--- src/core/isl_pkg.sv ---
// Purpose: Shared types and constants for the interrupt source logic
// Assumes: One 100 MHz clock, all inputs synchronous to it
// Notes: No register bus; selects and enables arrive as plain ports
package isl_pkg;
   localparam int ADDR_W = 20;
   localparam int KEY_N = 4;
   localparam int EXT_N = 6;
   localparam int MATCH_N = 4;
   localparam logic [1:0] PC_OFS_SHORT = 2'h1;
   localparam logic [1:0] PC_OFS_LONG = 2'h2;
   localparam logic SEL_TIMER = 1'h0;
   localparam logic SEL_SERIAL3 = 1'h0;
   localparam int INT4_IDX = 4;
   localparam logic PIN_IDLE = 1'h1;

   // Cause select bits that steer the shared vectors and edge polarity
   typedef struct packed {
      logic bus_collision0_select;
      logic bus_collision1_select;
      logic int4_serial_select;
      logic serial3_cause_select;
      logic [EXT_N-1:0] ext_both_edge;
   } isl_cause_t;

   // Peripheral request strobes feeding shared vectors
   typedef struct packed {
      logic timer_b3;
      logic uart0_collision;
      logic timer_b4;
      logic uart1_collision;
      logic serial3;
   } isl_periph_t;

   // Request pulses toward the interrupt control registers
   typedef struct packed {
      logic [EXT_N-1:0] ext_int;
      logic nmi;
      logic key;
      logic can0_wake;
      logic shared_b3;
      logic shared_b4;
      logic shared_s3;
      logic [MATCH_N-1:0] match;
   } isl_req_t;
endpackage : isl_pkg

--- src/core/isl_edge_det.sv ---
// Purpose: Edge detector for one external interrupt input
// Assumes: Input already synchronous to clk
// Notes: Both-edge mode ignores the polarity bit
`timescale 1ns/1ns
module isl_edge_det (
   // Clock and reset
   input wire logic clk,
   input wire logic rst_n,
   // Pin and mode
   input wire logic pin,
   input wire logic rising_sel,
   input wire logic both_sel,
   // Request
   output logic pulse
);
   logic prev_q;
   logic prev_d;
   logic pulse_q;
   logic pulse_d;

   always_comb begin
      prev_d = pin;
      if (both_sel) begin
         pulse_d = pin ^ prev_q;
      end else if (rising_sel) begin
         pulse_d = pin & ~prev_q;
      end else begin
         pulse_d = ~pin & prev_q;
      end
   end

   always_ff @(posedge clk or negedge rst_n) begin
      if (!rst_n) begin
         prev_q <= 1'h1;
         pulse_q <= 1'h0;
      end else begin
         prev_q <= prev_d;
         pulse_q <= pulse_d;
      end
   end

   assign pulse = pulse_q;
endmodule : isl_edge_det

--- src/core/isl_addr_match.sv ---
// Purpose: One address match comparator with stacked PC offset
// Assumes: Fetch address valid with fetch strobe
// Notes: Offset chosen from opcode class flag
`timescale 1ns/1ns
module isl_addr_match #(
   parameter int AW = isl_pkg::ADDR_W
) (
   // Clock and reset
   input wire logic clk,
   input wire logic rst_n,
   // Setup
   input wire logic enable,
   input wire logic [AW-1:0] match_address,
   // Fetch
   input wire logic fetch_valid,
   input wire logic [AW-1:0] fetch_addr,
   input wire logic short_form,
   // Result
   output logic hit,
   output logic [AW-1:0] ret_pc
);
   logic hit_q;
   logic hit_d;
   logic [AW-1:0] ret_q;
   logic [AW-1:0] ret_d;

   always_comb begin
      hit_d = enable & fetch_valid & (fetch_addr == match_address);
      ret_d = ret_q;
      if (hit_d) begin
         // Two-byte step for long or short-immediate forms, else one
         ret_d = match_address + AW'(short_form ? isl_pkg::PC_OFS_LONG
                                                 : isl_pkg::PC_OFS_SHORT);
      end
   end

   always_ff @(posedge clk or negedge rst_n) begin
      if (!rst_n) begin
         hit_q <= 1'h0;
         ret_q <= '0;
      end else begin
         hit_q <= hit_d;
         ret_q <= ret_d;
      end
   end

   assign hit = hit_q;
   assign ret_pc = ret_q;
endmodule : isl_addr_match

--- src/core/isl_top.sv ---
// What this block does
// - Select bit 0 picks timer B3, else UART0 collision
// - Select bit 1 picks timer B4, else UART1 collision
// - NMI falling edge raises unmaskable request
// - NMI pin level readable as status bit
// - Low input-configured key pin raises key request
// - Held low key pin blocks other key requests
// - Key request wakes wait or stop mode
// - CAN receive falling edge wakes, only in CAN mode
// - Four address matches raise request before execution
// - Each match gated by its own enable
// - Match requests ignore interrupt flag and level
// - Stacked PC is match plus two or one
// - No match detection on 8-bit external areas
// - Each external input edge follows its polarity bit unless its both-edge bit is set
// - Int4 select 1 serves external interrupt 4
//
// Purpose: Interrupt source detection and vector sharing
// Assumes: All inputs synchronous to clk; requests are one-cycle pulses
// Notes: Flag setting and priority resolution live in the control registers
`timescale 1ns/1ns
module isl_top #(
   parameter int KEY_N = isl_pkg::KEY_N,
   parameter int EXT_N = isl_pkg::EXT_N,
   parameter int MATCH_N = isl_pkg::MATCH_N,
   parameter int AW = isl_pkg::ADDR_W
) (
   // Clock and reset
   input wire logic clk,
   input wire logic rst_n,
   // Configuration
   input wire isl_pkg::isl_cause_t cause,
   input wire logic [EXT_N-1:0] polarity_select,
   input wire logic [KEY_N-1:0] key_pin_direction,
   input wire logic can_port_mode,
   input wire logic [MATCH_N-1:0] match_enable,
   input wire logic [MATCH_N*AW-1:0] match_address,
   input wire logic ext_bus_8bit,
   input wire logic low_power_mode,
   // Pins and peripherals
   input wire logic [EXT_N-1:0] ext_int_pin,
   input wire logic nonmaskable_request_pin,
   input wire logic [KEY_N-1:0] key_pin,
   input wire logic can_receive_input,
   input wire isl_pkg::isl_periph_t periph,
   // CPU fetch
   input wire logic fetch_valid,
   input wire logic [AW-1:0] fetch_addr,
   input wire logic fetch_external,
   input wire logic short_form,
   // Requests and status
   output isl_pkg::isl_req_t req,
   output logic nmi_level_bit,
   output logic wake,
   output logic [AW-1:0] stacked_pc
);
   // Edge detector and comparator outputs
   logic [EXT_N-1:0] ext_pulse;
   logic [MATCH_N-1:0] hit;
   logic [MATCH_N*AW-1:0] ret_flat;
   // Non-maskable pin history and level
   logic nmi_prev_q;
   logic nmi_prev_d;
   logic nmi_req_q;
   logic nmi_req_d;
   logic nmi_lvl_q;
   logic nmi_lvl_d;
   // Key input aggregate
   logic [KEY_N-1:0] key_low_pin;
   logic any_key_low;
   logic key_low_q;
   logic key_low_d;
   logic key_req_q;
   logic key_req_d;
   // CAN receive wake-up
   logic can_prev_q;
   logic can_prev_d;
   logic can_req_q;
   logic can_req_d;
   // Shared vectors
   logic shared_b3_q;
   logic shared_b3_d;
   logic shared_b4_q;
   logic shared_b4_d;
   logic shared_s3_q;
   logic shared_s3_d;
   // External interrupt routing
   logic [EXT_N-1:0] ext_sel_q;
   logic [EXT_N-1:0] ext_sel_d;
   // Address match requests and return PC
   logic [MATCH_N-1:0] match_q;
   logic [MATCH_N-1:0] match_d;
   logic [AW-1:0] pc_q;
   logic [AW-1:0] pc_d;
   // Wake-up
   logic wake_q;
   logic wake_d;

   // ==========================================
   // External interrupt edges
   genvar gi;
   generate
      for (gi = 0; gi < EXT_N; gi++) begin : g_ext
         isl_edge_det u_edge (
            .clk(clk),
            .rst_n(rst_n),
            .pin(ext_int_pin[gi]),
            .rising_sel(polarity_select[gi]),
            .both_sel(cause.ext_both_edge[gi]),
            .pulse(ext_pulse[gi])
         );
      end
   endgenerate

   // ==========================================
   // Address match comparators
   generate
      for (gi = 0; gi < MATCH_N; gi++) begin : g_match
         isl_addr_match #(.AW(AW)) u_match (
            .clk(clk),
            .rst_n(rst_n),
            .enable(match_enable[gi]),
            .match_address(match_address[gi*AW +: AW]),
            .fetch_valid(fetch_valid & ~(ext_bus_8bit & fetch_external)),
            .fetch_addr(fetch_addr),
            .short_form(short_form),
            .hit(hit[gi]),
            .ret_pc(ret_flat[gi*AW +: AW])
         );
      end
   endgenerate

   // ==========================================
   // Decode helpers
   // Timer request when the select bit is clear, collision request when set
   function automatic logic pick_shared(input logic sel, input logic timer_req,
                                        input logic collision_req);
      logic res;
      if (sel == isl_pkg::SEL_TIMER) begin
         res = timer_req;
      end else begin
         res = collision_req;
      end
      return res;
   endfunction : pick_shared

   // High-to-low step between the last sample and this one
   function automatic logic fell_now(input logic prev, input logic cur);
      return prev & ~cur;
   endfunction : fell_now

   // ==========================================
   // Shared vector selection
   always_comb begin
      shared_b3_d = pick_shared(cause.bus_collision0_select, periph.timer_b3,
                                periph.uart0_collision);
      shared_b4_d = pick_shared(cause.bus_collision1_select, periph.timer_b4,
                                periph.uart1_collision);
      // Serial I/O3 owns the vector only while int4 is not selected
      shared_s3_d = (cause.int4_serial_select == isl_pkg::SEL_SERIAL3) & periph.serial3;
   end

   always_ff @(posedge clk or negedge rst_n) begin
      if (!rst_n) begin
         shared_b3_q <= 1'h0;
         shared_b4_q <= 1'h0;
         shared_s3_q <= 1'h0;
      end else begin
         shared_b3_q <= shared_b3_d;
         shared_b4_q <= shared_b4_d;
         shared_s3_q <= shared_s3_d;
      end
   end

   // ==========================================
   // Non-maskable request and pin level
   always_comb begin
      nmi_prev_d = nonmaskable_request_pin;
      nmi_req_d = fell_now(nmi_prev_q, nonmaskable_request_pin);
      nmi_lvl_d = nonmaskable_request_pin;
   end

   always_ff @(posedge clk or negedge rst_n) begin
      if (!rst_n) begin
         nmi_prev_q <= isl_pkg::PIN_IDLE;
         nmi_req_q <= 1'h0;
         nmi_lvl_q <= isl_pkg::PIN_IDLE;
      end else begin
         nmi_prev_q <= nmi_prev_d;
         nmi_req_q <= nmi_req_d;
         nmi_lvl_q <= nmi_lvl_d;
      end
   end

   // ==========================================
   // Key input request
   // Per-pin low detect, only for input-configured key pins
   generate
      for (gi = 0; gi < KEY_N; gi++) begin : g_key
         assign key_low_pin[gi] = ~key_pin[gi] & ~key_pin_direction[gi];
      end
   endgenerate

   always_comb begin
      any_key_low = |key_low_pin;
      key_low_d = any_key_low;
      key_req_d = any_key_low & ~key_low_q;
   end

   always_ff @(posedge clk or negedge rst_n) begin
      if (!rst_n) begin
         key_low_q <= 1'h0;
         key_req_q <= 1'h0;
      end else begin
         key_low_q <= key_low_d;
         key_req_q <= key_req_d;
      end
   end

   // ==========================================
   // CAN receive wake-up
   always_comb begin
      can_prev_d = can_receive_input;
      can_req_d = can_port_mode & fell_now(can_prev_q, can_receive_input);
   end

   always_ff @(posedge clk or negedge rst_n) begin
      if (!rst_n) begin
         can_prev_q <= isl_pkg::PIN_IDLE;
         can_req_q <= 1'h0;
      end else begin
         can_prev_q <= can_prev_d;
         can_req_q <= can_req_d;
      end
   end

   // ==========================================
   // External interrupt routing
   always_comb begin
      ext_sel_d = ext_pulse;
      // Int4 vector goes to serial I/O3 unless selected
      ext_sel_d[isl_pkg::INT4_IDX] = cause.int4_serial_select
                                     & ext_pulse[isl_pkg::INT4_IDX];
   end

   always_ff @(posedge clk or negedge rst_n) begin
      if (!rst_n) begin
         ext_sel_q <= '0;
      end else begin
         ext_sel_q <= ext_sel_d;
      end
   end

   // ==========================================
   // Address match requests and stacked PC
   always_comb begin
      match_d = hit;
      pc_d = pc_q;
      // Highest index wins when several match in one cycle
      for (int i = 0; i < MATCH_N; i++) begin
         if (hit[i]) begin
            pc_d = ret_flat[i*AW +: AW];
         end
      end
   end

   always_ff @(posedge clk or negedge rst_n) begin
      if (!rst_n) begin
         match_q <= '0;
         pc_q <= '0;
      end else begin
         match_q <= match_d;
         pc_q <= pc_d;
      end
   end

   // ==========================================
   // Wake-up from wait or stop
   always_comb begin
      wake_d = low_power_mode & (key_req_d | can_req_d | nmi_req_d);
   end

   always_ff @(posedge clk or negedge rst_n) begin
      if (!rst_n) begin
         wake_q <= 1'h0;
      end else begin
         wake_q <= wake_d;
      end
   end

   // ==========================================
   // Outputs
   assign req = '{ext_int: ext_sel_q, nmi: nmi_req_q, key: key_req_q, can0_wake: can_req_q,
                  shared_b3: shared_b3_q, shared_b4: shared_b4_q, shared_s3: shared_s3_q,
                  match: match_q};
   assign nmi_level_bit = nmi_lvl_q;
   assign wake = wake_q;
   assign stacked_pc = pc_q;
endmodule : isl_top

--- config.mk ---
export PLATFORM = sky130hd
export DESIGN_NAME = isl_top
export DESIGN_NICKNAME = d
export VERILOG_FILES = /design/src/core/isl_pkg.sv /design/src/core/isl_edge_det.sv /design/src/core/isl_addr_match.sv /design/src/core/isl_top.sv
export SDC_FILE = /design/constraint.sdc
export NUM_CORES = 1
export LEC_CHECK = 0
export BUFFER_PORTS_ARGS = -buffer_cell sky130_fd_sc_hd__buf_2
export CAP_MARGIN = 40
export CORE_ASPECT_RATIO = 0.6
export CORE_MARGIN = 2
export CORE_UTILIZATION = 26
export CTS_CLUSTER_SIZE = 14
export DETAILED_ROUTE_END_ITERATION = 12
export HOLD_SLACK_MARGIN = 0.06
export SYNTH_ARGS = -nofsm -noshare
export SYNTH_HDL_FRONTEND = slang
export SYNTH_HIERARCHICAL = 1
export SYNTH_SLANG_ARGS = --single-unit
--- constraint.sdc ---
create_clock -name clk -period 1.5 [get_ports clk]
set_clock_uncertainty 0.05 [all_clocks]
set_input_delay 0.075 -clock clk [delete_from_list [all_inputs] [get_ports clk]]
set_output_delay 0.075 -clock clk [all_outputs]
set_load 0.01 [all_outputs]
Word-level counts from Yosys, hierarchy flattened
Cells that the tools add are included.

storage, ports and cells
  bits in registers = 136
  bits of input ports = 149
  logic and storage cells = 128

operators by class
  muxes and demuxes = 19
  bitwise operators = 66
  reduce and logical (&&, ||, !) cells = 2
  $add $sub $neg = 4
  equality and inequality tests = 4

operators by type and width
  cell                count
  adder 20 bit        4
  == test 20 bit      4
  two-way mux 20 bit  4
  bitwise AND 1 bit   33
  inverter 1 bit      25
  two-way mux 1 bit   14
  XOR 1 bit           6
  nonzero test 4 bit  1
  OR reduction 4 bit  1
  two-way mux 2 bit   1
  OR 1 bit            2

Depth between registers and ports, before layout
Gate-level depths: netlist (run 1).

  depth in word-level cells = 7
  mapped depth = 8
  depth with buffers taken out = 8

By module
The synthesis (run 1) kept the hierarchy.

modules (own cells, without submodules)
  module          cells an instance  instances  sequential area each (µm²)  area an instance (µm²)
  isl_addr_match  137                4          525.5                       1426.4
  isl_top         160                1          1003.5                      2114.5
  isl_edge_det    8                  6          51.3                        103.8

Worst setup path after synthesis (run 1)
No wires, ideal clock.

  path kind = input to register
  from = in short_form
  to = reg g_match[0].u_match.ret_q[14]
  setup slack = -0.450 ns
  stages on the path = 8
  arrival time = 1.775 ns
  cell sequence = inv_1 > ha_1 > inv_1 > fa_1 > nor4_1 > nand3_1 > xnor2_1 > mux2_2

between the ends
  cells in the longest elaborated chain, start to end = 2

ends and longest elaborated chain
  what                  line                  source
  from (decl)           isl_top.sv:50         input wire logic short_form,
  two-way mux 2 bit     isl_addr_match.sv:32  ret_d = match_address + AW'(short_form ? isl_pkg::PC_OFS_LONG
  adder 20 bit          isl_addr_match.sv:32
  to (signal assigned)  isl_addr_match.sv:43  ret_q <= ret_d;
  to (decl)             isl_addr_match.sv:24  logic [AW-1:0] ret_q;

No other way between the ends.
A chain may end at the register's enable or synchronous reset.

Final worst setup path (run 1)
  from = reg g_match[1].u_match.hit_q
  to = reg pc_q[4] (netlist: stacked_pc[4])

between the ends
  cells in the longest elaborated chain, start to end = 3
  elaborated cells on any way between the ends = 4

ends and longest elaborated chain
  what                             line                  source
  from (decl)                      isl_addr_match.sv:22  logic hit_q;
  from (signal assigned)           isl_addr_match.sv:42  hit_q <= hit_d;
  two-way mux 20 bit (3 in a row)  isl_top.sv:261        if (hit[i]) begin
  to (signal assigned)             isl_top.sv:273        pc_q <= pc_d;
  to (decl)                        isl_top.sv:93         logic [AW-1:0] pc_q;

Parallel ways exist; a longest one is shown, timed or not.

==> qor.txt, run 1 <==
count of input and output buffers: 185
Clock Latency Late Sink: 0.44 ns
Worst setup SP type: flip-flop
CTS sink cnt: 136
TritonCTS clock tree: yes
Syn Area/Cell: 11.2 um2
Die Ht: 144 um
met2 wire len: 13.6 mm
setup tns final: -12.82 ns
Longest Clk Path Bufs: 2
post-synthesis cell count: 756
drt wl/cell: 20.0 um
# DRC: 0
area of the multi-input gates: 5440 um2
sequential cell area fraction in the yosys report: 0.404
GRT Overall Usage: 0.194
Net Count, Synth: 929
setup violators final: 99
placed cells: 1516
total number of vias: 7666
crit path DAT: 2.13 ns
final wirelength: 32.7 mm
maximum resistive drop on vdd: 0.746 mV
antenna violations before repair: 1
CP max-delay cell: a222oi_1
antenna cell count: 0
Max FO, Critical Path: 8
Tcrit/Tclk final: 1.23
Post-Synthesis Cell Area: 8440 um2
Synth warnings: 6
H-tree depth: 4
Initial Util: 0.262
core area: 32200 um2
first-pass GRT wire length: 47.6 mm
CP Capture Type: flip-flop
FILL cells: 2995
Slew Viols, Final: 0
CP Class: flip-flop to flip-flop
cell mode on critical path: buf_12
1st-iter DRT viols: 532
Nets: 1369
clk slew on worst S/H paths: 0.06 ns
width of the chip: 237 um
Least-Margin Pin Slew: 0.501 ns
FFs w/ async S/R, synth: 1.00
Pre-antenna DRT Iters: 6
Unique masters post-synth: 39
pin count of the biggest net entering global routing: 41
Synth Flop Type: dfrtp_1
critical-path cell list: buf_12 -> buf_12 -> mux2_4 -> a222oi_1 -> buf_4 -> a21oi_2
Power per Cell Area: 742 nW/um2
Final Non-Filler Cells: 1632
dpl hpwl: 25.3 mm
Final Hold Fails: 0
die area: 34000 um2
highest metal used: met4
met3 WL: 2.56 mm
vias in the first global route: 7716
fmax: 0.540 GHz
crit path buf inv count: 3
antenna viol nets, final: 0
met1 WL: 16.1 mm
share of cells above drive strength 1: 0.537
Congestion Overflow GR: 0
Std-Cell Rows: 51
P&R area growth vs syn: 63.9%
Core Util, Final: 0.429
root buffer cell: clkbuf_16
Tmin final: 1.85 ns
Ports: 187
Final Worst Setup Slack: -0.350 ns
max_cap viols: 0
failing checks: setup timing
status: finished, violations left
P_leak: 0.00653 uW
sequential cell area: 3410 um2
Top delay family on crit path: buffers and inverters
via/cell ratio: 4.70
number of synthesized register bits: 136
Max stage delay on crit path: 0.45 ns
dpl ws: -0.660 ns
unrepaired setup endpoints after global routing: yes
HP Class: primary input to asynchronous set/reset pin
Rel. slew slack: 0.666
WP data required: 1.78 ns
EDFF count, synth: 0
number of CTS-inserted buffers: 17
gp weighted congestion: 0.962
-- metal layers --
metal  global-route usage  vias up
li1                     -     3557
met4               0.0470        0
met3               0.0469       35
met5                    0        -
met2                0.279      283
met1                0.288     3791
-- state kept, by name, indices dropped and copies added (netlist names), 4 cells and up --
register                flops
g_match.u_match/ret_pc     80
stacked_pc                 20
ext_sel_q                   6
g_ext.u_edge/prev_q         6
g_ext.u_edge/pulse          6
g_match.u_match/hit         4
match_q                     4
-- synth_stat cells, drive strengths merged, types with 2 or more instances --
| cell type | n | area (um2) |
|---|---|---|
| nor2b | 6 | 37.5 |
| or2 | 2 | 12.5 |
| inv | 32 | 120 |
| dfrtp | 128 | 3200 |
| buf | 23 | 229 |
| mux2 | 98 | 1100 |
| nor3 | 12 | 80.1 |
| nand2 | 33 | 124 |
| nand4 | 32 | 200 |
| nand4b | 4 | 35.0 |
| nand3 | 28 | 140 |
| dfstp | 8 | 210 |
| ha | 20 | 250 |
| xnor2 | 84 | 736 |
| nor4 | 28 | 175 |
| a21oi | 24 | 195 |
| a222oi | 19 | 190 |
| nor2 | 49 | 334 |
| mux2i | 16 | 160 |
| or4b | 4 | 40.0 |
| o22ai | 2 | 12.5 |
| clkbuf | 12 | 45.0 |
| xor2 | 68 | 596 |
| fa | 4 | 80.1 |
| or3 | 4 | 25.0 |
| nand2b | 9 | 56.3 |
-- worst reg2reg max path, delay by kind of cell (launching register included) --
family	cells	cell delay [ns]
flip-flops	1	0.39
multiplexers	1	0.32
AO/OA/AOI/OAI	2	0.50
buffers and inverters	3	0.50
-- cells in the final DEF (no fill, tap or decap), drive strengths merged, types with 2 or more instances in the layout --
cell,count
nand3,28
mux2i,16
or2,2
nor2b,6
xnor2,84
or3,4
fa,4
inv,32
ha,20
nand4,32
dfstp,8
nor4,28
dfrtp,128
xor2,68
a222oi,19
nand4b,4
clkinv,4
nand2,33
clkbuf,24
mux2,98
buf,402
a21oi,24
nor3,12
dlygate4sd3,52
or4b,4
bufinv,4
o22ai,2
nand2b,9
nor2,49
-- report_power, final --
group	internal [uW]	switching, uW	total, uW
Combinational	1010	967	1970
Sequential	3740	16.8	3750
Clock	2860	1680	4540
-- through the flow --
stage	hold slack, ns	area [um2]	power, uW
global route	0.0879	13800	10700
detailed placement	-0.0165	11700	5490
finish	0.0809	13800	10300
global placement	-0.0154	11700	5460
floorplan	-0.271	8900	4430
CTS	0.0629	13600	10300
-- repair_timing --
action,in CTS,in global routing
endpoints found under the hold margin,171,1
pin swaps,40,31
gates resized for setup,104,56
hold buffers,52,1
gates cloned,11,0
setup endpoints to repair,98,101
setup buffers,22,9
-- final cells by class --
class | count | area share
Clock inverter | 8 | 0.0107
Clock buffer | 23 | 0.0338
Timing Repair Buffer | 456 | 0.264
Sequential cell | 136 | 0.247
Inverter | 32 | 0.0134
Tap cell | 424 | 0.0383
Multi-Input combinational cell | 553 | 0.393
-- worst paths after layout --
path / depth (start not counted) / slack, ns / startpoint / endpoint
worst max-delay path: 6 / -0.35 / g_match[1].u_match/hit / stacked_pc[4]
worst min-delay path: 2 / 0.08 / rst_n / g_match[1].u_match/ret_pc[13]
worst max register to register: 6 / -0.35 / g_match[1].u_match/hit / stacked_pc[4]
worst min register to register: 0 / 0.30 / g_ext[1].u_edge/pulse / ext_sel_q[1]
max in group asynchronous: 3 / 0.73 / rst_n / can_prev_q
min in group clk: 4 / 0.09 / match_address[35] / g_match[1].u_match/ret_pc[15]
-- kinds of logic after synthesis --
family / after synthesis / share of synthesized area
compound gates: 49 / 0.0507
xor+xnor: 152 / 0.158
fa+ha+maj: 24 / 0.0391
buf+inv: 67 / 0.0467
flops: 136 / 0.404
mux: 114 / 0.150
simple gates: 214 / 0.152
Note: power is estimated with default switching activity, not from simulation.
==> inputs of run 2 (changes only) <==
--- a/config.mk
+++ b/config.mk
@@ -7,12 +7,16 @@
 export LEC_CHECK = 0
 export BUFFER_PORTS_ARGS = -buffer_cell sky130_fd_sc_hd__buf_2
 export CAP_MARGIN = 40
+export CELL_PAD_IN_SITES_DETAIL_PLACEMENT = 0
+export CELL_PAD_IN_SITES_GLOBAL_PLACEMENT = 1
 export CORE_ASPECT_RATIO = 0.6
 export CORE_MARGIN = 2
-export CORE_UTILIZATION = 26
+export CORE_UTILIZATION = 25
 export CTS_CLUSTER_SIZE = 14
 export DETAILED_ROUTE_END_ITERATION = 12
 export HOLD_SLACK_MARGIN = 0.06
+export PLACE_DENSITY_LB_ADDON = 0.1
+export RECOVER_POWER = 50
 export SYNTH_ARGS = -nofsm -noshare
 export SYNTH_HDL_FRONTEND = slang
 export SYNTH_HIERARCHICAL = 1
==> run 2 against run 1 <==
  * The flow still finishes with violations (setup timing)
  * Die area rose by 3.9%
  * Routed wire length rose by 1.4%
  * First-iteration DRC count fell by 14%
  * Count of clock-buffer cells in the layout fell by 2
  * Critical path depth fell by 1
  * Sequential share of layout area fell by 0.21 points
  * Clock power fell by 6.8%
  * Final area rose by 0.88%
  * Global-route usage fell by 0.10 points
  * Highest routed layer unchanged
==> qor.txt, run 2 (synthesis gave the netlist of run 1 again) <==
status: finished, violations left
failing checks: setup timing
vias in the first global route: 7582
HP Class: primary input to flip-flop
Int Power: 7320 uW
# DRC: 0
maximum resistive drop on vdd: 0.798 mV
commonest non-fill, non-tap cell in the layout: buf_4
crit path buf inv count: 2
Nets: 1379
FILL cells: 3285
Congestion Overflow GR: 0
Pre-antenna DRT Iters: 5
Sw Pwr: 2690 uW
setup slack, reg-to-reg: -0.34 ns
H-tree depth: 4
antenna viol nets, final: 0
Rel. slew slack: 0.509
Combinational Power Share: 0.203
R2R Path Start: g_match[1].u_match/hit
total number of vias: 7435
Longest Clk Path Bufs: 2
root buffer cell: clkbuf_16
Least-Margin Pin Slew: 0.736 ns
most frequent cells in the layout: buf_4, buf_2, dfrtp_1
Max stage delay on crit path: 0.49 ns
fmax: 0.543 GHz
R2R cell count: 5
gp weighted congestion: 0.812
1st-iter DRT viols: 456
Top delay family on crit path: compound AO/OA/AOI/OAI gates
Min-Delay Endpoint: g_match[1].u_match/ret_pc[6]
count of input and output buffers: 185
placed inst area: 11800 um2
share of cells above drive strength 1: 0.533
max_cap viols: 0
antenna violations before repair: 0
clock network power share: 0.422
number of CTS-inserted buffers: 17
Clock Latency Late Sink: 0.44 ns
Die Ht: 146 um
TritonCTS clock tree: yes
Seq pwr share: 0.375
drt wl/cell: 19.7 um
Worst Hold Path Cells: 4
first-pass GRT wire length: 48.8 mm
core area: 33500 um2
Power per Cell Area: 717 nW/um2
WP data required: 1.78 ns
net switching fraction of the power: 0.269
Tmin final: 1.84 ns
Final Worst Setup Slack: -0.341 ns
Final Hold Fails: 0
crit path DAT: 2.12 ns
CP Class: flip-flop to flip-flop
CTS sink cnt: 136
worst r2r dst: stacked_pc[0]
width of the chip: 241 um
Std-Cell Rows: 52
Ports: 187
Slew Viols, Final: 0
unrepaired setup endpoints after global routing: yes
Worst setup SP type: flip-flop
critical hold path startpoint: match_address[26]
Initial Util: 0.252
Power Total: 10000 uW
pin count of the biggest net entering global routing: 51
setup tns final: -10.68 ns
antenna cell count: 0
CP max-delay cell: a222oi_1
max reg flops: 80
P_leak: 0.00651 uW
setup violators final: 94
P&R area growth vs syn: 65.3%
Max FO, Critical Path: 10
Tcrit/Tclk final: 1.23
Final Cell Area: 14000 um2
final wirelength: 33.1 mm
via/cell ratio: 4.43
CP Capture Type: flip-flop
dpl hpwl: 25.8 mm
die area: 35300 um2
GRT Overall Usage: 0.193
clk slew on worst S/H paths: 0.06 ns
critical-path cell list: buf_12 -> mux2_4 -> a222oi_1 -> buf_4 -> a21oi_2
-- run 2: cell types whose count changed in the layout (fill, tap and decap cells not counted), sizes merged --
cell | before | now
clkbuf | 24 | 38
inv | 32 | 33
bufinv | 4 | 2
dlygate4sd3 | 52 | 56
dlymetal6s4s | 1 | 0
buf | 402 | 393
clkinvlp | 0 | 4
-- run 2: worst max path at each step --
stage / from / end / cells past startpoint
after floorplan: short_form / g_match[0].u_match/ret_pc[16] / 8
after global placement: short_form / g_match[1].u_match/ret_pc[14] / 11
after detailed placement: short_form / g_match[3].u_match/ret_pc[16] / 10
after CTS: g_match[1].u_match/hit / stacked_pc[18] / 6
after global routing: g_match[1].u_match/hit / stacked_pc[0] / 5
final: g_match[1].u_match/hit / stacked_pc[0] / 5
-- run 2: final cells by class --
type / instances / area (um2) / share of cell area
multi-input combinational: 553 / 5600 / 0.401
timing repair buffer: 466 / 3600 / 0.258
sequential: 136 / 3410 / 0.245
tap: 459 / 574 / 0.0412
clock buffer: 21 / 460 / 0.0330
inverter: 32 / 185 / 0.0133
clock inverter: 11 / 123 / 0.00879
-- run 2: worst register-to-register path, stage by stage, from the launching register on --
cell      delay (ns)
dfrtp_2         0.44
buf_12          0.17
mux2_4          0.34
a222oi_1        0.49
buf_4           0.21
a21oi_2         0.05
-- run 2: power by group through the flow --
stage,clock network (uW),registers (uW),logic (uW)
after global placement,0,3820,1690
after CTS,4370,3750,1920
after global routing,4560,3760,2190
after detailed placement,0,3820,1680
final,4230,3750,2030
after floorplan,0,3830,601
-- run 2: metrics by stage --
stage / worst slack, ns / hold slack [ns] / utilization / instances
floorplan: -0.245 / -0.271 / - / 756
global placement: -0.631 / -0.0820 / 0.351 / 1551
detailed placement: -0.658 / -0.0928 / 0.351 / 1551
CTS: -0.310 / 0.0602 / 0.403 / 1664
global route: -0.384 / 0.0826 / 0.417 / 1678
finish: -0.341 / 0.0925 / 0.417 / 1678
-- run 2: per-layer routing --
layer  up-vias  GRT usage  share of wire
met5         -          0              0
met1      3695      0.303           0.54
met3        21     0.0378          0.037
met4         0     0.0460         0.0095
li1       3576          -              -
met2       143      0.265           0.42
-- run 2: timing repair --
item / in CTS / in global routing
endpoints found under the setup margin: 97 / 98
buffers inserted: 25 / 13
hold buffers: 56 / 0
cloned: 5 / 5
gates resized for setup: 84 / 94
hold endpoints to repair: 173 / 0
pin swaps: 30 / 50
